<file path="src/rtl/tcw_pkg.sv">
// package for the 8-bit timer compare and waveform unit
// assumes a single pclk domain and an apb slave with 32-bit data
package tcw_pkg;
    // -------------------------------------------------------------
    // widths
    // -------------------------------------------------------------
    localparam int DATA_W = 32;
    localparam int ADDR_W = 8;
    localparam int CNT_W  = 8;
    localparam int DIV_W  = 8;
    // -------------------------------------------------------------
    // register byte offsets
    // -------------------------------------------------------------
    localparam logic [7:0] OFF_CTRL   = 8'h00;
    localparam logic [7:0] OFF_COUNT  = 8'h04;
    localparam logic [7:0] OFF_CMPA   = 8'h08;
    localparam logic [7:0] OFF_CMPB   = 8'h0c;
    localparam logic [7:0] OFF_FLAGS  = 8'h10;
    localparam logic [7:0] OFF_FORCE  = 8'h14;
    localparam logic [7:0] OFF_PINCTL = 8'h18;
    localparam logic [7:0] OFF_CLKDIV = 8'h1c;
    localparam logic [7:0] OFF_STATUS = 8'h20;
    // -------------------------------------------------------------
    // field positions
    // -------------------------------------------------------------
    localparam int MODE_LSB  = 0;
    localparam int COMB_LSB  = 4;
    localparam int COMA_LSB  = 6;
    localparam int TOV_BIT   = 0;
    localparam int OCFA_BIT  = 1;
    localparam int OCFB_BIT  = 2;
    localparam int CH_A      = 0;
    localparam int CH_B      = 1;
    localparam int DIR_LSB   = 2;
    // -------------------------------------------------------------
    // codes and reset values
    // -------------------------------------------------------------
    localparam logic [2:0] MODE_NORMAL   = 3'h0;
    localparam logic [2:0] MODE_CTC      = 3'h2;
    localparam logic [2:0] MODE_FAST_MAX = 3'h3;
    localparam logic [2:0] MODE_FAST_A   = 3'h7;
    localparam int         MODE_UP_BIT   = 2;
    localparam logic [1:0] COM_OFF    = 2'h0;
    localparam logic [1:0] COM_TOGGLE = 2'h1;
    localparam logic [1:0] COM_CLEAR  = 2'h2;
    localparam logic [1:0] COM_SET    = 2'h3;
    localparam logic [CNT_W-1:0] CNT_MAX    = 8'hff;
    localparam logic [CNT_W-1:0] CNT_BOTTOM = 8'h00;
    localparam logic [DIV_W-1:0] DIV_RESET  = 8'h01;
    localparam logic [DATA_W-1:0] DATA_ZERO = 32'h0000_0000;

    typedef enum logic [1:0] {
        TCW_FREE  = 2'b00,
        TCW_CLEAR = 2'b01,
        TCW_FAST  = 2'b10
    } tcw_cnt_e;
endpackage : tcw_pkg

</file>
<file path="src/rtl/tcw_chan_if.sv">
// carrier between the counter core and one compare output channel
// assumes all members are sampled on pclk
`timescale 1ns/1ps
interface tcw_chan_if;
    logic       match;
    logic       wrap;
    logic       force_cmp;
    logic       nonpwm;
    logic       fast;
    logic       upper;
    logic [1:0] com;
    logic       wave;
    modport ctl  (output match, wrap, force_cmp, nonpwm, fast, upper, com, input wave);
    modport chan (input match, wrap, force_cmp, nonpwm, fast, upper, com, output wave);
endinterface : tcw_chan_if

</file>
<file path="src/rtl/tcw_tick_div.sv">
// timer clock enable divider: one-cycle tick every div_val pclk cycles
// assumes div_val is static between ticks; zero stops the timer
`timescale 1ns/1ps
module tcw_tick_div #(
    parameter int W = 8
) (
    // clock and reset
    input  wire logic         pclk,
    input  wire logic         presetn,
    // control
    input  wire logic [W-1:0] div_val,
    // enable out
    output logic              tick
);
    import tcw_pkg::*;
    typedef struct packed {
        logic [W-1:0] cnt;
        logic         tick;
    } tcw_div_s;
    tcw_div_s s, n;
    logic     last;

    always_comb begin
        n = s;
        last = (s.cnt >= div_val - W'(1));
        n.tick = (div_val != '0) && last;
        if ((div_val == '0) || last) begin
            n.cnt = '0;
        end else begin
            n.cnt = s.cnt + W'(1);
        end
    end

    always_ff @(posedge pclk or negedge presetn) begin
        if (!presetn) begin
            s <= '0;
        end else begin
            s <= n;
        end
    end

    assign tick = s.tick;
endmodule : tcw_tick_div

</file>
<file path="src/rtl/tcw_chan.sv">
// one compare output channel: holds the internal waveform bit
// assumes match/wrap are already qualified by the timer tick
`timescale 1ns/1ps
module tcw_chan #(
    parameter bit IS_A = 1'b0
) (
    // clock and reset
    input  wire logic   pclk,
    input  wire logic   presetn,
    // core side
    tcw_chan_if.chan    c
);
    import tcw_pkg::*;
    typedef struct packed {
        logic wave;
    } tcw_chan_s;
    tcw_chan_s s, n;

    always_comb begin
        n = s;
        if (c.nonpwm && (c.match || c.force_cmp)) begin
            unique case (c.com)
                COM_OFF:    n.wave = s.wave;
                COM_TOGGLE: n.wave = ~s.wave;
                COM_CLEAR:  n.wave = 1'b0;
                COM_SET:    n.wave = 1'b1;
            endcase
        end else if (c.fast) begin
            unique case (c.com)
                COM_OFF:    n.wave = s.wave;
                // toggle is channel A only and needs the upper mode bit
                COM_TOGGLE: n.wave = (IS_A && c.upper && c.match) ? ~s.wave : s.wave;
                // bottom action wins so a compare at top gives a steady level
                COM_CLEAR:  n.wave = c.wrap ? 1'b1 : (c.match ? 1'b0 : s.wave);
                COM_SET:    n.wave = c.wrap ? 1'b0 : (c.match ? 1'b1 : s.wave);
            endcase
        end
    end

    // no mode change touches the bit, only reset and compare actions change it
    always_ff @(posedge pclk or negedge presetn) begin
        if (!presetn) begin
            s <= '0;
        end else begin
            s <= n;
        end
    end

    assign c.wave = s.wave;
endmodule : tcw_chan

</file>
<file path="src/rtl/tcw_core.sv">
// 8-bit timer counter with two compare output channels, apb slave
// assumes apb master per amba; one clock pclk, async active-low reset
//
// Operation
// counter write blocks matches next timer tick
// reset clears internal waveform bits
// nonzero output mode overrides port; direction separate
// output mode zero leaves waveform bit alone
// output mode acts immediately, not buffered
// force strobe applies action in non-pwm modes
// waveform bits kept across mode changes
// mode field picks counting; output mode only actions
// normal mode counts up, wraps ff to 00
// normal overflow flag set as counter hits zero
// clear-on-match mode clears at compare A
// compare A below count: run to ff, wrap
// clear-on-match toggle mode toggles output A
// clear-on-match overflow flag on ff to 00
// fast pwm modes 3 and 7, top ff/A
// fast pwm clears counter tick after top
// fast pwm overflow flag set at top
// fast pwm modes 2/3 non-inverted and inverted
// fast pwm toggle only channel A, upper bit
// software avoids writing counter equal to compare
// software sets waveform before enabling pin
// match sets compare flag; write one clears
// compare buffered in pwm, direct otherwise
// forced compare sets no flag, keeps counter
// all updates on pclk qualified by tick
//
// The placing of the registers and the APB interface to the registers were chosen for this implementation.
`timescale 1ns/1ps
module tcw_core (
    // clock and reset
    input  wire logic                        pclk,
    input  wire logic                        presetn,
    // apb slave
    input  wire logic                        psel,
    input  wire logic                        penable,
    input  wire logic                        pwrite,
    input  wire logic [tcw_pkg::ADDR_W-1:0]  paddr,
    input  wire logic [tcw_pkg::DATA_W-1:0]  pwdata,
    output logic      [tcw_pkg::DATA_W-1:0]  prdata,
    output logic                             pready,
    output logic                             pslverr,
    // waveform pins, oe low while driving
    output logic                             pin_a_out,
    output logic                             pin_a_oe_n,
    output logic                             pin_b_out,
    output logic                             pin_b_oe_n
);
    import tcw_pkg::*;

    // -------------------------------------------------------------
    // state
    // -------------------------------------------------------------
    typedef struct packed {
        logic [2:0]        mode;
        logic [1:0]        com_a;
        logic [1:0]        com_b;
        logic [CNT_W-1:0]  cnt;
        logic [CNT_W-1:0]  ocra_buf;
        logic [CNT_W-1:0]  ocrb_buf;
        logic [CNT_W-1:0]  ocra;
        logic [CNT_W-1:0]  ocrb;
        logic              tov;
        logic              ocfa;
        logic              ocfb;
        logic              block;
        logic [1:0]        port_val;
        logic [1:0]        dir;
        logic [DIV_W-1:0]  div;
        logic              force_a;
        logic              force_b;
        logic [DATA_W-1:0] prdata;
        logic              pready;
        logic              pslverr;
        logic              pin_a;
        logic              pin_b;
        logic              oe_a_n;
        logic              oe_b_n;
    } tcw_core_s;

    tcw_core_s         s, n;
    tcw_cnt_e          cmode;
    logic              tick;
    logic              wr;
    logic              setup;
    logic              cnt_wr;
    logic              fast;
    logic              nonpwm;
    logic [CNT_W-1:0]  top;
    logic              m_a;
    logic              m_b;
    logic              wrap_top;
    logic              tov_set;
    logic              hit;
    logic [DATA_W-1:0] rdata;
    logic              wave_a;
    logic              wave_b;

    // -------------------------------------------------------------
    // helpers
    // -------------------------------------------------------------
    function automatic tcw_cnt_e cnt_mode(input logic [2:0] m);
        unique case (m)
            MODE_CTC:      cnt_mode = TCW_CLEAR;
            MODE_FAST_MAX: cnt_mode = TCW_FAST;
            MODE_FAST_A:   cnt_mode = TCW_FAST;
            // phase-correct and reserved codes count freely here
            default:       cnt_mode = TCW_FREE;
        endcase
    endfunction : cnt_mode

    function automatic logic cmp_hit(input logic [CNT_W-1:0] c,
                                     input logic [CNT_W-1:0] o,
                                     input logic             blk);
        cmp_hit = (c == o) && !blk;
    endfunction : cmp_hit

    function automatic logic w1c(input logic f, input logic clr, input logic set);
        // a set in the clearing cycle survives
        w1c = (f && !clr) || set;
    endfunction : w1c

    // -------------------------------------------------------------
    // timer enable and channels
    // -------------------------------------------------------------
    tcw_tick_div #(.W(DIV_W)) u_div (
        .pclk    (pclk),
        .presetn (presetn),
        .div_val (s.div),
        .tick    (tick)
    );

    tcw_chan_if ch_a_if ();
    tcw_chan_if ch_b_if ();

    assign ch_a_if.match     = m_a;
    assign ch_a_if.wrap      = wrap_top;
    assign ch_a_if.force_cmp = s.force_a;
    assign ch_a_if.nonpwm    = nonpwm;
    assign ch_a_if.fast      = fast;
    assign ch_a_if.upper     = s.mode[MODE_UP_BIT];
    assign ch_a_if.com       = s.com_a;
    assign ch_b_if.match     = m_b;
    assign ch_b_if.wrap      = wrap_top;
    assign ch_b_if.force_cmp = s.force_b;
    assign ch_b_if.nonpwm    = nonpwm;
    assign ch_b_if.fast      = fast;
    assign ch_b_if.upper     = s.mode[MODE_UP_BIT];
    assign ch_b_if.com       = s.com_b;
    assign wave_a            = ch_a_if.wave;
    assign wave_b            = ch_b_if.wave;

    tcw_chan #(.IS_A(1'b1)) u_chan_a (
        .pclk    (pclk),
        .presetn (presetn),
        .c       (ch_a_if.chan)
    );

    tcw_chan #(.IS_A(1'b0)) u_chan_b (
        .pclk    (pclk),
        .presetn (presetn),
        .c       (ch_b_if.chan)
    );

    // -------------------------------------------------------------
    // next state
    // -------------------------------------------------------------
    always_comb begin
        n        = s;
        cmode    = cnt_mode(s.mode);
        setup    = psel && !penable;
        wr       = psel && penable && pwrite && s.pready;
        cnt_wr   = wr && (paddr == OFF_COUNT);
        fast     = (cmode == TCW_FAST);
        nonpwm   = (s.mode == MODE_NORMAL) || (s.mode == MODE_CTC);
        top      = ((s.mode == MODE_FAST_A) || (s.mode == MODE_CTC)) ? s.ocra : CNT_MAX;
        // a counter write overrides whatever the tick would do
        m_a      = tick && !cnt_wr && cmp_hit(s.cnt, s.ocra, s.block);
        m_b      = tick && !cnt_wr && cmp_hit(s.cnt, s.ocrb, s.block);
        wrap_top = tick && !cnt_wr && fast && (s.cnt == top);
        tov_set  = tick && !cnt_wr && (fast ? (s.cnt == top)
                                            : (s.cnt == CNT_MAX));
        n.force_a = 1'b0;
        n.force_b = 1'b0;

        // counter
        if (cnt_wr) begin
            n.cnt = pwdata[CNT_W-1:0];
        end else if (tick) begin
            unique case (cmode)
                TCW_FREE:  n.cnt = s.cnt + CNT_W'(1);
                TCW_CLEAR: n.cnt = (s.cnt == s.ocra) ? CNT_BOTTOM
                                                     : s.cnt + CNT_W'(1);
                TCW_FAST:  n.cnt = (s.cnt == top) ? CNT_BOTTOM
                                                  : s.cnt + CNT_W'(1);
            endcase
        end
        // block lasts until the next tick, even with the timer stopped
        if (cnt_wr) begin
            n.block = 1'b1;
        end else if (tick) begin
            n.block = 1'b0;
        end

        // register writes
        if (wr) begin
            unique case (paddr)
                OFF_CTRL: begin
                    n.mode  = pwdata[MODE_LSB +: 3];
                    n.com_b = pwdata[COMB_LSB +: 2];
                    n.com_a = pwdata[COMA_LSB +: 2];
                end
                OFF_CMPA:   n.ocra_buf = pwdata[CNT_W-1:0];
                OFF_CMPB:   n.ocrb_buf = pwdata[CNT_W-1:0];
                OFF_FORCE: begin
                    n.force_a = pwdata[CH_A];
                    n.force_b = pwdata[CH_B];
                end
                OFF_PINCTL: begin
                    n.port_val = pwdata[CH_A +: 2];
                    n.dir      = pwdata[DIR_LSB +: 2];
                end
                OFF_CLKDIV: n.div = pwdata[DIV_W-1:0];
                default: ;
            endcase
        end
        // compare registers: direct outside pwm, loaded at top in pwm
        if (!fast) begin
            n.ocra = n.ocra_buf;
            n.ocrb = n.ocrb_buf;
        end else if (wrap_top) begin
            n.ocra = s.ocra_buf;
            n.ocrb = s.ocrb_buf;
        end

        // flags: a forced compare never reaches these
        n.tov  = w1c(s.tov,  wr && (paddr == OFF_FLAGS) && pwdata[TOV_BIT],  tov_set);
        n.ocfa = w1c(s.ocfa, wr && (paddr == OFF_FLAGS) && pwdata[OCFA_BIT], m_a);
        n.ocfb = w1c(s.ocfb, wr && (paddr == OFF_FLAGS) && pwdata[OCFB_BIT], m_b);

        // read mux, sampled in the setup cycle
        hit   = 1'b1;
        rdata = DATA_ZERO;
        unique case (paddr)
            OFF_CTRL: begin
                rdata[MODE_LSB +: 3] = s.mode;
                rdata[COMB_LSB +: 2] = s.com_b;
                rdata[COMA_LSB +: 2] = s.com_a;
            end
            OFF_COUNT:  rdata[CNT_W-1:0] = s.cnt;
            OFF_CMPA:   rdata[CNT_W-1:0] = s.ocra_buf;
            OFF_CMPB:   rdata[CNT_W-1:0] = s.ocrb_buf;
            OFF_FLAGS: begin
                rdata[TOV_BIT]  = s.tov;
                rdata[OCFA_BIT] = s.ocfa;
                rdata[OCFB_BIT] = s.ocfb;
            end
            OFF_FORCE:  rdata = DATA_ZERO;
            OFF_PINCTL: begin
                rdata[CH_A +: 2]    = s.port_val;
                rdata[DIR_LSB +: 2] = s.dir;
            end
            OFF_CLKDIV: rdata[DIV_W-1:0] = s.div;
            OFF_STATUS: begin
                rdata[CH_A] = wave_a;
                rdata[CH_B] = wave_b;
            end
            default:    hit = 1'b0;
        endcase
        // zero-wait slave: ready is raised for the single access cycle
        n.pready  = setup;
        n.pslverr = setup && !hit;
        if (setup) begin
            n.prdata = pwrite ? DATA_ZERO : rdata;
        end

        // pins: registered so every output leaves a flip-flop
        n.pin_a  = (s.com_a != COM_OFF) ? wave_a : s.port_val[CH_A];
        n.pin_b  = (s.com_b != COM_OFF) ? wave_b : s.port_val[CH_B];
        n.oe_a_n = !s.dir[CH_A];
        n.oe_b_n = !s.dir[CH_B];
    end

    always_ff @(posedge pclk or negedge presetn) begin
        if (!presetn) begin
            s     <= '0;
            s.div <= DIV_RESET;
            s.oe_a_n <= 1'b1;
            s.oe_b_n <= 1'b1;
        end else begin
            s <= n;
        end
    end

    assign prdata     = s.prdata;
    assign pready     = s.pready;
    assign pslverr    = s.pslverr;
    assign pin_a_out  = s.pin_a;
    assign pin_a_oe_n = s.oe_a_n;
    assign pin_b_out  = s.pin_b;
    assign pin_b_oe_n = s.oe_b_n;
endmodule : tcw_core

</file>
<file path="config.mk">
export PLATFORM = sky130hd
export DESIGN_NAME = tcw_core
export DESIGN_NICKNAME = d
export VERILOG_FILES = /design/src/rtl/tcw_pkg.sv /design/src/rtl/tcw_chan_if.sv /design/src/rtl/tcw_tick_div.sv /design/src/rtl/tcw_chan.sv /design/src/rtl/tcw_core.sv
export SDC_FILE = /design/constraint.sdc
export NUM_CORES = 1
export LEC_CHECK = 0
export BUFFER_PORTS_ARGS = -buffer_cell sky130_fd_sc_hd__buf_4
export CAP_MARGIN = 10
export CORE_MARGIN = 2
export CORE_UTILIZATION = 62
export DETAILED_ROUTE_END_ITERATION = 10
export PLACE_DENSITY_LB_ADDON = 0.3
export SKIP_LAST_GASP = 1
export SYNTH_ARGS = -nofsm -noshare
export SYNTH_HDL_FRONTEND = slang
export SYNTH_SLANG_ARGS = --single-unit
export TNS_END_PERCENT = 30
</file>
<file path="constraint.sdc">
create_clock -name pclk -period 3.3 [get_ports pclk]
set_input_delay 0.165 -clock pclk [delete_from_list [all_inputs] [get_ports pclk]]
set_output_delay 0.165 -clock pclk [all_outputs]
set_load 0.01 [all_outputs]
</file>
**Yosys cells after proc, flatten, opt, wreduce, memory -nomap -nowiden**

Cells that the tools add are included.

- Bits in registers: 114
- Logic and storage cells: 171

- Add/sub/neg operators: 3
- Equality and inequality tests: 31
- $lt $le $gt $ge: 1
- Multiplexer cells: 43
- Reductions and logical operators: 62
- Bitwise logic cells: 3

Operators by type and width:

| cell | number |
|---|---|
| 8-bit two-way mux | 9 |
| 16-bit two-way mux | 3 |
| 8-bit by 5-bit == test with 1-bit output (second input constant) | 4 |
| 1-bit logical AND | 25 |
| 8-bit == test | 3 |
| 8-bit case mux with 3 select lines | 1 |
| 4-bit case mux with 5 select lines | 1 |
| 1-bit two-way mux | 19 |
| 8-bit by 1-bit adder with 8-bit output (second input constant) | 2 |
| 8-bit by 4-bit == test with 1-bit output (second input constant) | 2 |
| 8-bit logical NOT | 2 |
| 2-bit case mux with 8 select lines | 1 |
| 2-bit == test (second input constant) | 5 |
| 5-bit AND reduction | 2 |
| 2-bit nonzero test | 5 |
| 1-bit logical NOT | 9 |
| 1-bit case mux with 3 select lines | 3 |
| 9-bit OR reduction | 1 |
| 8-bit by 3-bit == test with 1-bit output (second input constant) | 1 |
| 8-bit by 6-bit == test with 1-bit output (second input constant) | 1 |
| 8-bit == test (second input constant) | 1 |
| 8-bit >= comparator | 1 |
| 1-bit logical OR | 8 |
| 4-bit by 1-bit inequality test with 1-bit output (second input constant) | 2 |
| 19 further kinds | 32 |

**Longest topological paths before layout**

- Depth after elaboration: 12
- Gate-level depth with buffers: 10
- Gate-level depth less buffers: 9

**Cells and area by module**

Synthesis repeated with hierarchy kept, for this count alone.

- Cells, all modules: 501
- Area total of the unflattened synthesis: 5353.9 µm²

Modules (own cells, without submodules):

| module | area each (µm²) | instances | cells each | sequential area each (µm²) |
|---|---|---|---|---|
| tcw_core | 4365.4 | 1 | 397 | 1980.6 |
| tcw_tick_div | 724.4 | 1 | 73 | 225.2 |
| tcw_chan at u_chan_b | 142.6 | 1 | 17 | 25.0 |
| tcw_chan at u_chan_a | 121.4 | 1 | 14 | 25.0 |

**Worst setup path before layout**

OpenSTA, ideal clock, no wires.

- Kind: reg-to-reg
- From: reg s[40] (netlist bit)
- To: reg u_div.s, in the netlist u_div.tick
- Setup slack: 1037 ps
- Cell stages (with the launch flop): 11
- Data arrival time: 2144 ps
- Clock period less this slack: 2263 ps
- Setup time: 119 ps
- Path through: dfstp_2 > inv_1 > ha_1 > xnor2_1 > ha_1 > nor2b_1 > o21ai_0 > a21oi_1 > o41a_1 > clkbuf_1 > and2_1

RTL lines:

| element | line | text |
|---|---|---|
| start, declared | tcw_core.sv:84 | `tcw_core_s s, n;` |
| start signal, assigned | tcw_core.sv:294 | `s <= n;` |
| end signal, assigned | tcw_tick_div.sv:38 | `s <= n;` |
| end, declared | tcw_tick_div.sv:20 | `tcw_div_s s, n;` |

**Worst setup path in the final report**

- From: reg s[91] (netlist bit)
- To: reg u_chan_a.s (netlist: u_chan_a.c.wave)

- Longest elaborated chain between the ends: 7
- Elaborated cells between the ends (all ways): 18

RTL lines:

| element | line | text |
|---|---|---|
| 8-bit == test | tcw_core.sv:118 | `cmp_hit = (c == o) && !blk;` |
| 1-bit logical AND | tcw_core.sv:118 |  |
| 1-bit logical AND | tcw_core.sv:181 | `m_a = tick && !cnt_wr && cmp_hit(s.cnt, s.ocra, s.block);` |
| 1-bit logical OR | tcw_chan.sv:21 | `if (c.nonpwm && (c.match \|\| c.force_cmp)) begin` |
| 1-bit logical AND | tcw_chan.sv:21 |  |
| 4-bit by 1-bit inequality test with 1-bit output (no line) (tied with other cells) | -- |  |
| 5-bit AND reduction (no line) | -- |  |
| end signal, assigned | tcw_chan.sv:45 | `s <= n;` |
| end, declared | tcw_chan.sv:17 | `tcw_chan_s s, n;` |

Parallel ways exist; a longest one is shown, timed or not. The select of a mux whose other input is x is not followed.
A chain may end at the register's enable or synchronous reset.

==> report_table.html <==
<table>
<tr><th>Metric</th><th>Value</th></tr>
<tr><th colspan="2">Power and ir drop</th></tr>
<tr><td>Worst vdd ir</td><td>0.280 mV</td></tr>
<tr><td>Overall Power</td><td>2.03 mW</td></tr>
<tr><td>Leak pwr</td><td>approximately 2.7 nW</td></tr>
<tr><td>Pwr/cell area</td><td>364 nW/um2</td></tr>
<tr><th colspan="2">Setup path</th></tr>
<tr><td>Cell breakdown of the critical path</td><td>inv_1, a22o_1, a2111oi_1, nand3_1, o22ai_1, mux2i_1, or3_1</td></tr>
<tr><td>Cell with the largest stage delay on the worst path</td><td>sky130_fd_sc_hd__a2111oi_1</td></tr>
<tr><td>CP Max Fanout</td><td>7</td></tr>
<tr><td>Worst Path Arrival</td><td>about 2900 ps</td></tr>
<tr><td>R2R setup slack</td><td>between 600 and 700 ps</td></tr>
<tr><td>Setup crit start kind</td><td>register</td></tr>
<tr><td>Worst stage delay on the critical path</td><td>620 ps</td></tr>
<tr><td>Worst endpoint required time</td><td>about 3600 ps</td></tr>
<tr><td>Crit Path Category</td><td>register to register</td></tr>
<tr><td>Endpoint kind of the worst setup timing path</td><td>register</td></tr>
<tr><th colspan="2">Drt</th></tr>
<tr><td>Final wirelength</td><td>about 13 mm</td></tr>
<tr><td>Total DRC errors in the routed layout</td><td>0</td></tr>
<tr><td>Average detailed-routed wire length per instance</td><td>~20 um</td></tr>
<tr><td>DR iter-0 viols</td><td>381</td></tr>
<tr><td>Number of iterations in the first detailed-routing pass</td><td>5</td></tr>
<tr><td>Number of routed nets with antenna violations</td><td>0</td></tr>
<tr><td>Count of vias placed by the detailed router</td><td>roughly 4,100</td></tr>
<tr><td>Vias per inst</td><td>6.25</td></tr>
<tr><th colspan="2">Job</th></tr>
<tr><td>Max-capacitance violation count</td><td>0</td></tr>
<tr><th colspan="2">Clock tree</th></tr>
<tr><td>Number of buffers inserted during clock tree synthesis</td><td>9</td></tr>
<tr><td>Depth of the CTS H-tree</td><td>3</td></tr>
<tr><td>Buffer cell driving the clock tree root</td><td>sky130_fd_sc_hd__clkbuf_8</td></tr>
<tr><td>Reg clk slew, reported paths</td><td>around 90 ps</td></tr>
<tr><td>TritonCTS clock tree</td><td>done</td></tr>
<tr><td>Clock latency on the worst-skew pair</td><td>370 ps</td></tr>
<tr><td>Number of gates resized after cts</td><td>0</td></tr>
<tr><td>Clock tree sinks</td><td>90</td></tr>
<tr><td>Clock tree buffer depth</td><td>2</td></tr>
<tr><th colspan="2">Synthesis</th></tr>
<tr><td>Synth Warn #</td><td>0</td></tr>
<tr><td>Parity-gate share of the synthesized area counting xor and xnor cells</td><td>roughly 3.7%</td></tr>
<tr><td>Share of cell area taken by muxes after synthesis</td><td>10.2%</td></tr>
<tr><td>Cell count after synthesis</td><td>~530</td></tr>
<tr><td>Async S/R FF share, synth</td><td>100%</td></tr>
<tr><td>Prevailing post-synth register cell</td><td>sky130_fd_sc_hd__dfrtp_1</td></tr>
<tr><td>Yosys cell types</td><td>66</td></tr>
<tr><td>Flops &amp; latches, synth</td><td>90</td></tr>
<tr><td>Share of the yosys chip area belonging to registers</td><td>43.3%</td></tr>
<tr><td>Compound-gate portion of the synthesized area</td><td>approximately 11%</td></tr>
<tr><td>Mean Syn Cell Area</td><td>between 9 and 10 um2</td></tr>
<tr><td>Combinational family with the most area after synthesis</td><td>simple AND/OR/NAND/NOR gates</td></tr>
<tr><td>Synthesized-area fraction occupied by and/or/nand/nor cells</td><td>21.4%</td></tr>
<tr><td>Number of enable flip-flop cells after synthesis</td><td>0</td></tr>
<tr><td>Adder-cell share of the synthesized area</td><td>under 10%</td></tr>
<tr><td>Post-synthesis instance area</td><td>5210 um2</td></tr>
<tr><th colspan="2">Layout</th></tr>
<tr><td>Fraction of layout cells with a size suffix above 1</td><td>a little under a fifth</td></tr>
<tr><td>Final core area utilization</td><td>around two thirds</td></tr>
<tr><td>Design area</td><td>between 5000 and 6000 um2</td></tr>
<tr><td>Number of nets in the layout</td><td>between 600 and 700</td></tr>
<tr><td>Most frequent cells in the layout</td><td>87 x sky130_fd_sc_hd__dfrtp_1, 86 x sky130_fd_sc_hd__nand2_1, 38 x sky130_fd_sc_hd__buf_4</td></tr>
<tr><td>Commonest non-fill, non-tap cell in the layout</td><td>sky130_fd_sc_hd__dfrtp_1</td></tr>
<tr><td>Final std cells w/o fill</td><td>about 660</td></tr>
<tr><td>Antenna diodes</td><td>0</td></tr>
<tr><td>Layout Area Growth over Synthesis</td><td>7.20%</td></tr>
<tr><th colspan="2">STA</th></tr>
<tr><td>Unrepaired setup endpoints after global routing</td><td>no</td></tr>
<tr><td>Endpoints failing hold</td><td>0</td></tr>
<tr><td>Final Max Slew Viols</td><td>0</td></tr>
<tr><td>Final setup TNS</td><td>0 ps</td></tr>
<tr><td>Period Utilization, post-route</td><td>78.9%</td></tr>
<tr><td>Worst Hold Slack</td><td>79.2 ps</td></tr>
<tr><td>Maximum operating frequency</td><td>between 300 and 400 MHz</td></tr>
<tr><td>Shortest clock period the worst path allows after layout</td><td>2600 ps</td></tr>
<tr><td>Setup WS post-layout</td><td>around 700 ps</td></tr>
<tr><td>Max Clock Skew</td><td>14.3 ps</td></tr>
<tr><td>Rel. slew slack</td><td>42.6%</td></tr>
<tr><td>Worst-Margin Slew</td><td>861 ps</td></tr>
<tr><td>Final setup viols</td><td>0</td></tr>
<tr><th colspan="2">GRT</th></tr>
<tr><td>Routing layer with the top usage in global route</td><td>met2</td></tr>
<tr><td>Remaining global-route overflow</td><td>0</td></tr>
<tr><td>Global-route wire length before repair</td><td>between 20 and 25 mm</td></tr>
<tr><td>Via count of the first global-routing pass</td><td>just under 4,000</td></tr>
<tr><td>Overall track demand over capacity in global routing</td><td>between 20 and 30%</td></tr>
<tr><td>Maximum number of pins on one net before global-route repair</td><td>between 60 and 70</td></tr>
<tr><td>Global routing usage on met1</td><td>approximately two fifths</td></tr>
<tr><td>Met3 Use GR</td><td>6.50%</td></tr>
<tr><td>Met2 track demand over resource</td><td>48.0%</td></tr>
<tr><td>Antenna violations before repair</td><td>0</td></tr>
<tr><th colspan="2">Min path</th></tr>
<tr><td>Hold crit path type</td><td>input pin to register</td></tr>
<tr><th colspan="2">Placement</th></tr>
<tr><td>Port Buf Inserts</td><td>34</td></tr>
<tr><td>Placed Area</td><td>~5400 um2</td></tr>
<tr><td>Placed wire-length estimate after detailed placement</td><td>between 9 and 10 mm</td></tr>
<tr><td>Weighted congestion reported at the end of routability-driven placement</td><td>0.950</td></tr>
<tr><td>Setup WS pre-CTS</td><td>between 800 and 900 ps</td></tr>
<tr><td>Placed cells</td><td>approximately 640</td></tr>
<tr><th colspan="2">Die</th></tr>
<tr><td>Die extent in y</td><td>~96 um</td></tr>
<tr><td>Placeable Area</td><td>8180 um2</td></tr>
<tr><td>DIE WIDTH</td><td>roughly 96 um</td></tr>
<tr><td># rows</td><td>33</td></tr>
<tr><td>Number of top-level design ports</td><td>between 80 and 90</td></tr>
<tr><td>Starting density of the core</td><td>63.8%</td></tr>
<tr><td>Die footprint</td><td>9160 um2</td></tr>
<tr><th colspan="2">Run status</th></tr>
<tr><td>Outcome</td><td>complete, no violations</td></tr>
</table>
==> repair_timing <==
item                                    in CTS  in global routing
hold endpoints to repair                    64                  0
endpoints found under the setup margin       0                  0
hold buffers                                 1                  0
buffers inserted                             0                  0
==> sequential cells by signal (all words and copies together), names as in the netlist <==
name,count
u_div.tick,1
s,58
ch_a_if.com,2
ch_a_if.force_cmp,1
pin_a_out,1
u_chan_b.c.wave,1
pslverr,1
pin_b_out,1
u_div.s,8
pin_a_oe_n,1
pin_b_oe_n,1
u_chan_a.c.wave,1
ch_b_if.force_cmp,1
pready,1
ch_b_if.com,2
ch_a_if.upper,1
prdata,8
==> worst max-delay path: cells and delay by family, from the launching register on <==
family	cells	cell delay [ps]
AOI/OAI and AO/OA	3	1120
and+or+nand+nor	2	590
DFF	1	540
buffers and inverters	1	130
muxes	1	110
==> routing by layer <==
metal	wire [um]	part of all wire, %
met5	0	0
met3	1120	8.7
met2	6250	48
met4	365	2.8
met1	5210	40
==> worst paths after layout <==
path,from,end,cells past startpoint
setup / recovery,s[91]$_DFFE_PN0P_,u_chan_a.c.wave$_DFFE_PN0P_,7
setup reg to reg,s[91]$_DFFE_PN0P_,u_chan_a.c.wave$_DFFE_PN0P_,7
min in group asynchronous,presetn,s[95]$_DFFE_PN0P_,2
hold reg to reg,s[48]$_DFFE_PN0P_,pin_a_oe_n$_DFF_PN1_,1
hold / removal,pwdata[7],s[95]$_DFFE_PN0P_,3
max in group asynchronous,presetn,pin_a_oe_n$_DFF_PN1_,3
==> synth_stat cells (11+ instances only) <==
cell                       count  share of area, %
sky130_fd_sc_hd__a21oi_1      11               1.1
sky130_fd_sc_hd__buf_4        34               4.9
sky130_fd_sc_hd__dfrtp_1      87                42
sky130_fd_sc_hd__ha_1         11               2.6
sky130_fd_sc_hd__inv_1        14               1.0
sky130_fd_sc_hd__mux2_2       30               6.5
sky130_fd_sc_hd__mux2i_1      14               2.7
sky130_fd_sc_hd__nand2_1      86               6.2
sky130_fd_sc_hd__nand2b_1     11               1.3
sky130_fd_sc_hd__nand3_1      28               2.7
sky130_fd_sc_hd__nor2_1       25               1.8
sky130_fd_sc_hd__nor3_1       12               1.2
sky130_fd_sc_hd__o21ai_0      17               1.6
sky130_fd_sc_hd__xnor2_1      16               2.7
==> power by group <==
part	internal [mW]	leakage (nW)	switching, mW	total, mW
sequential	1.11	1.20	0.00673	1.11
combinational	0.0355	1.37	0.0791	0.115
clock	0.394	0.106	0.409	0.803
==> cell type report <==
| class | instances | area [um2] |
|---|---|---|
| clock buffer | 11 | 151 |
| clock inverter | 5 | 60.1 |
| fill | 670 | 2590 |
| inverter | 15 | 56.3 |
| multi-input combinational | 396 | 2640 |
| sequential | 90 | 2260 |
| tap | 105 | 131 |
| timing repair buffer | 39 | 295 |
==> logic make-up (layout without fill, tap and decap cells) <==
kind of cell    Yosys count  after routing
flops                    90             90
mux                      49             49
buf+inv                  66             70
fa+ha+maj                11             11
simple gates            217            217
other cells               1             24
xor+xnor                 21             21
compound gates           74             74
No activity file was read; power rests on OpenSTA's default activity.
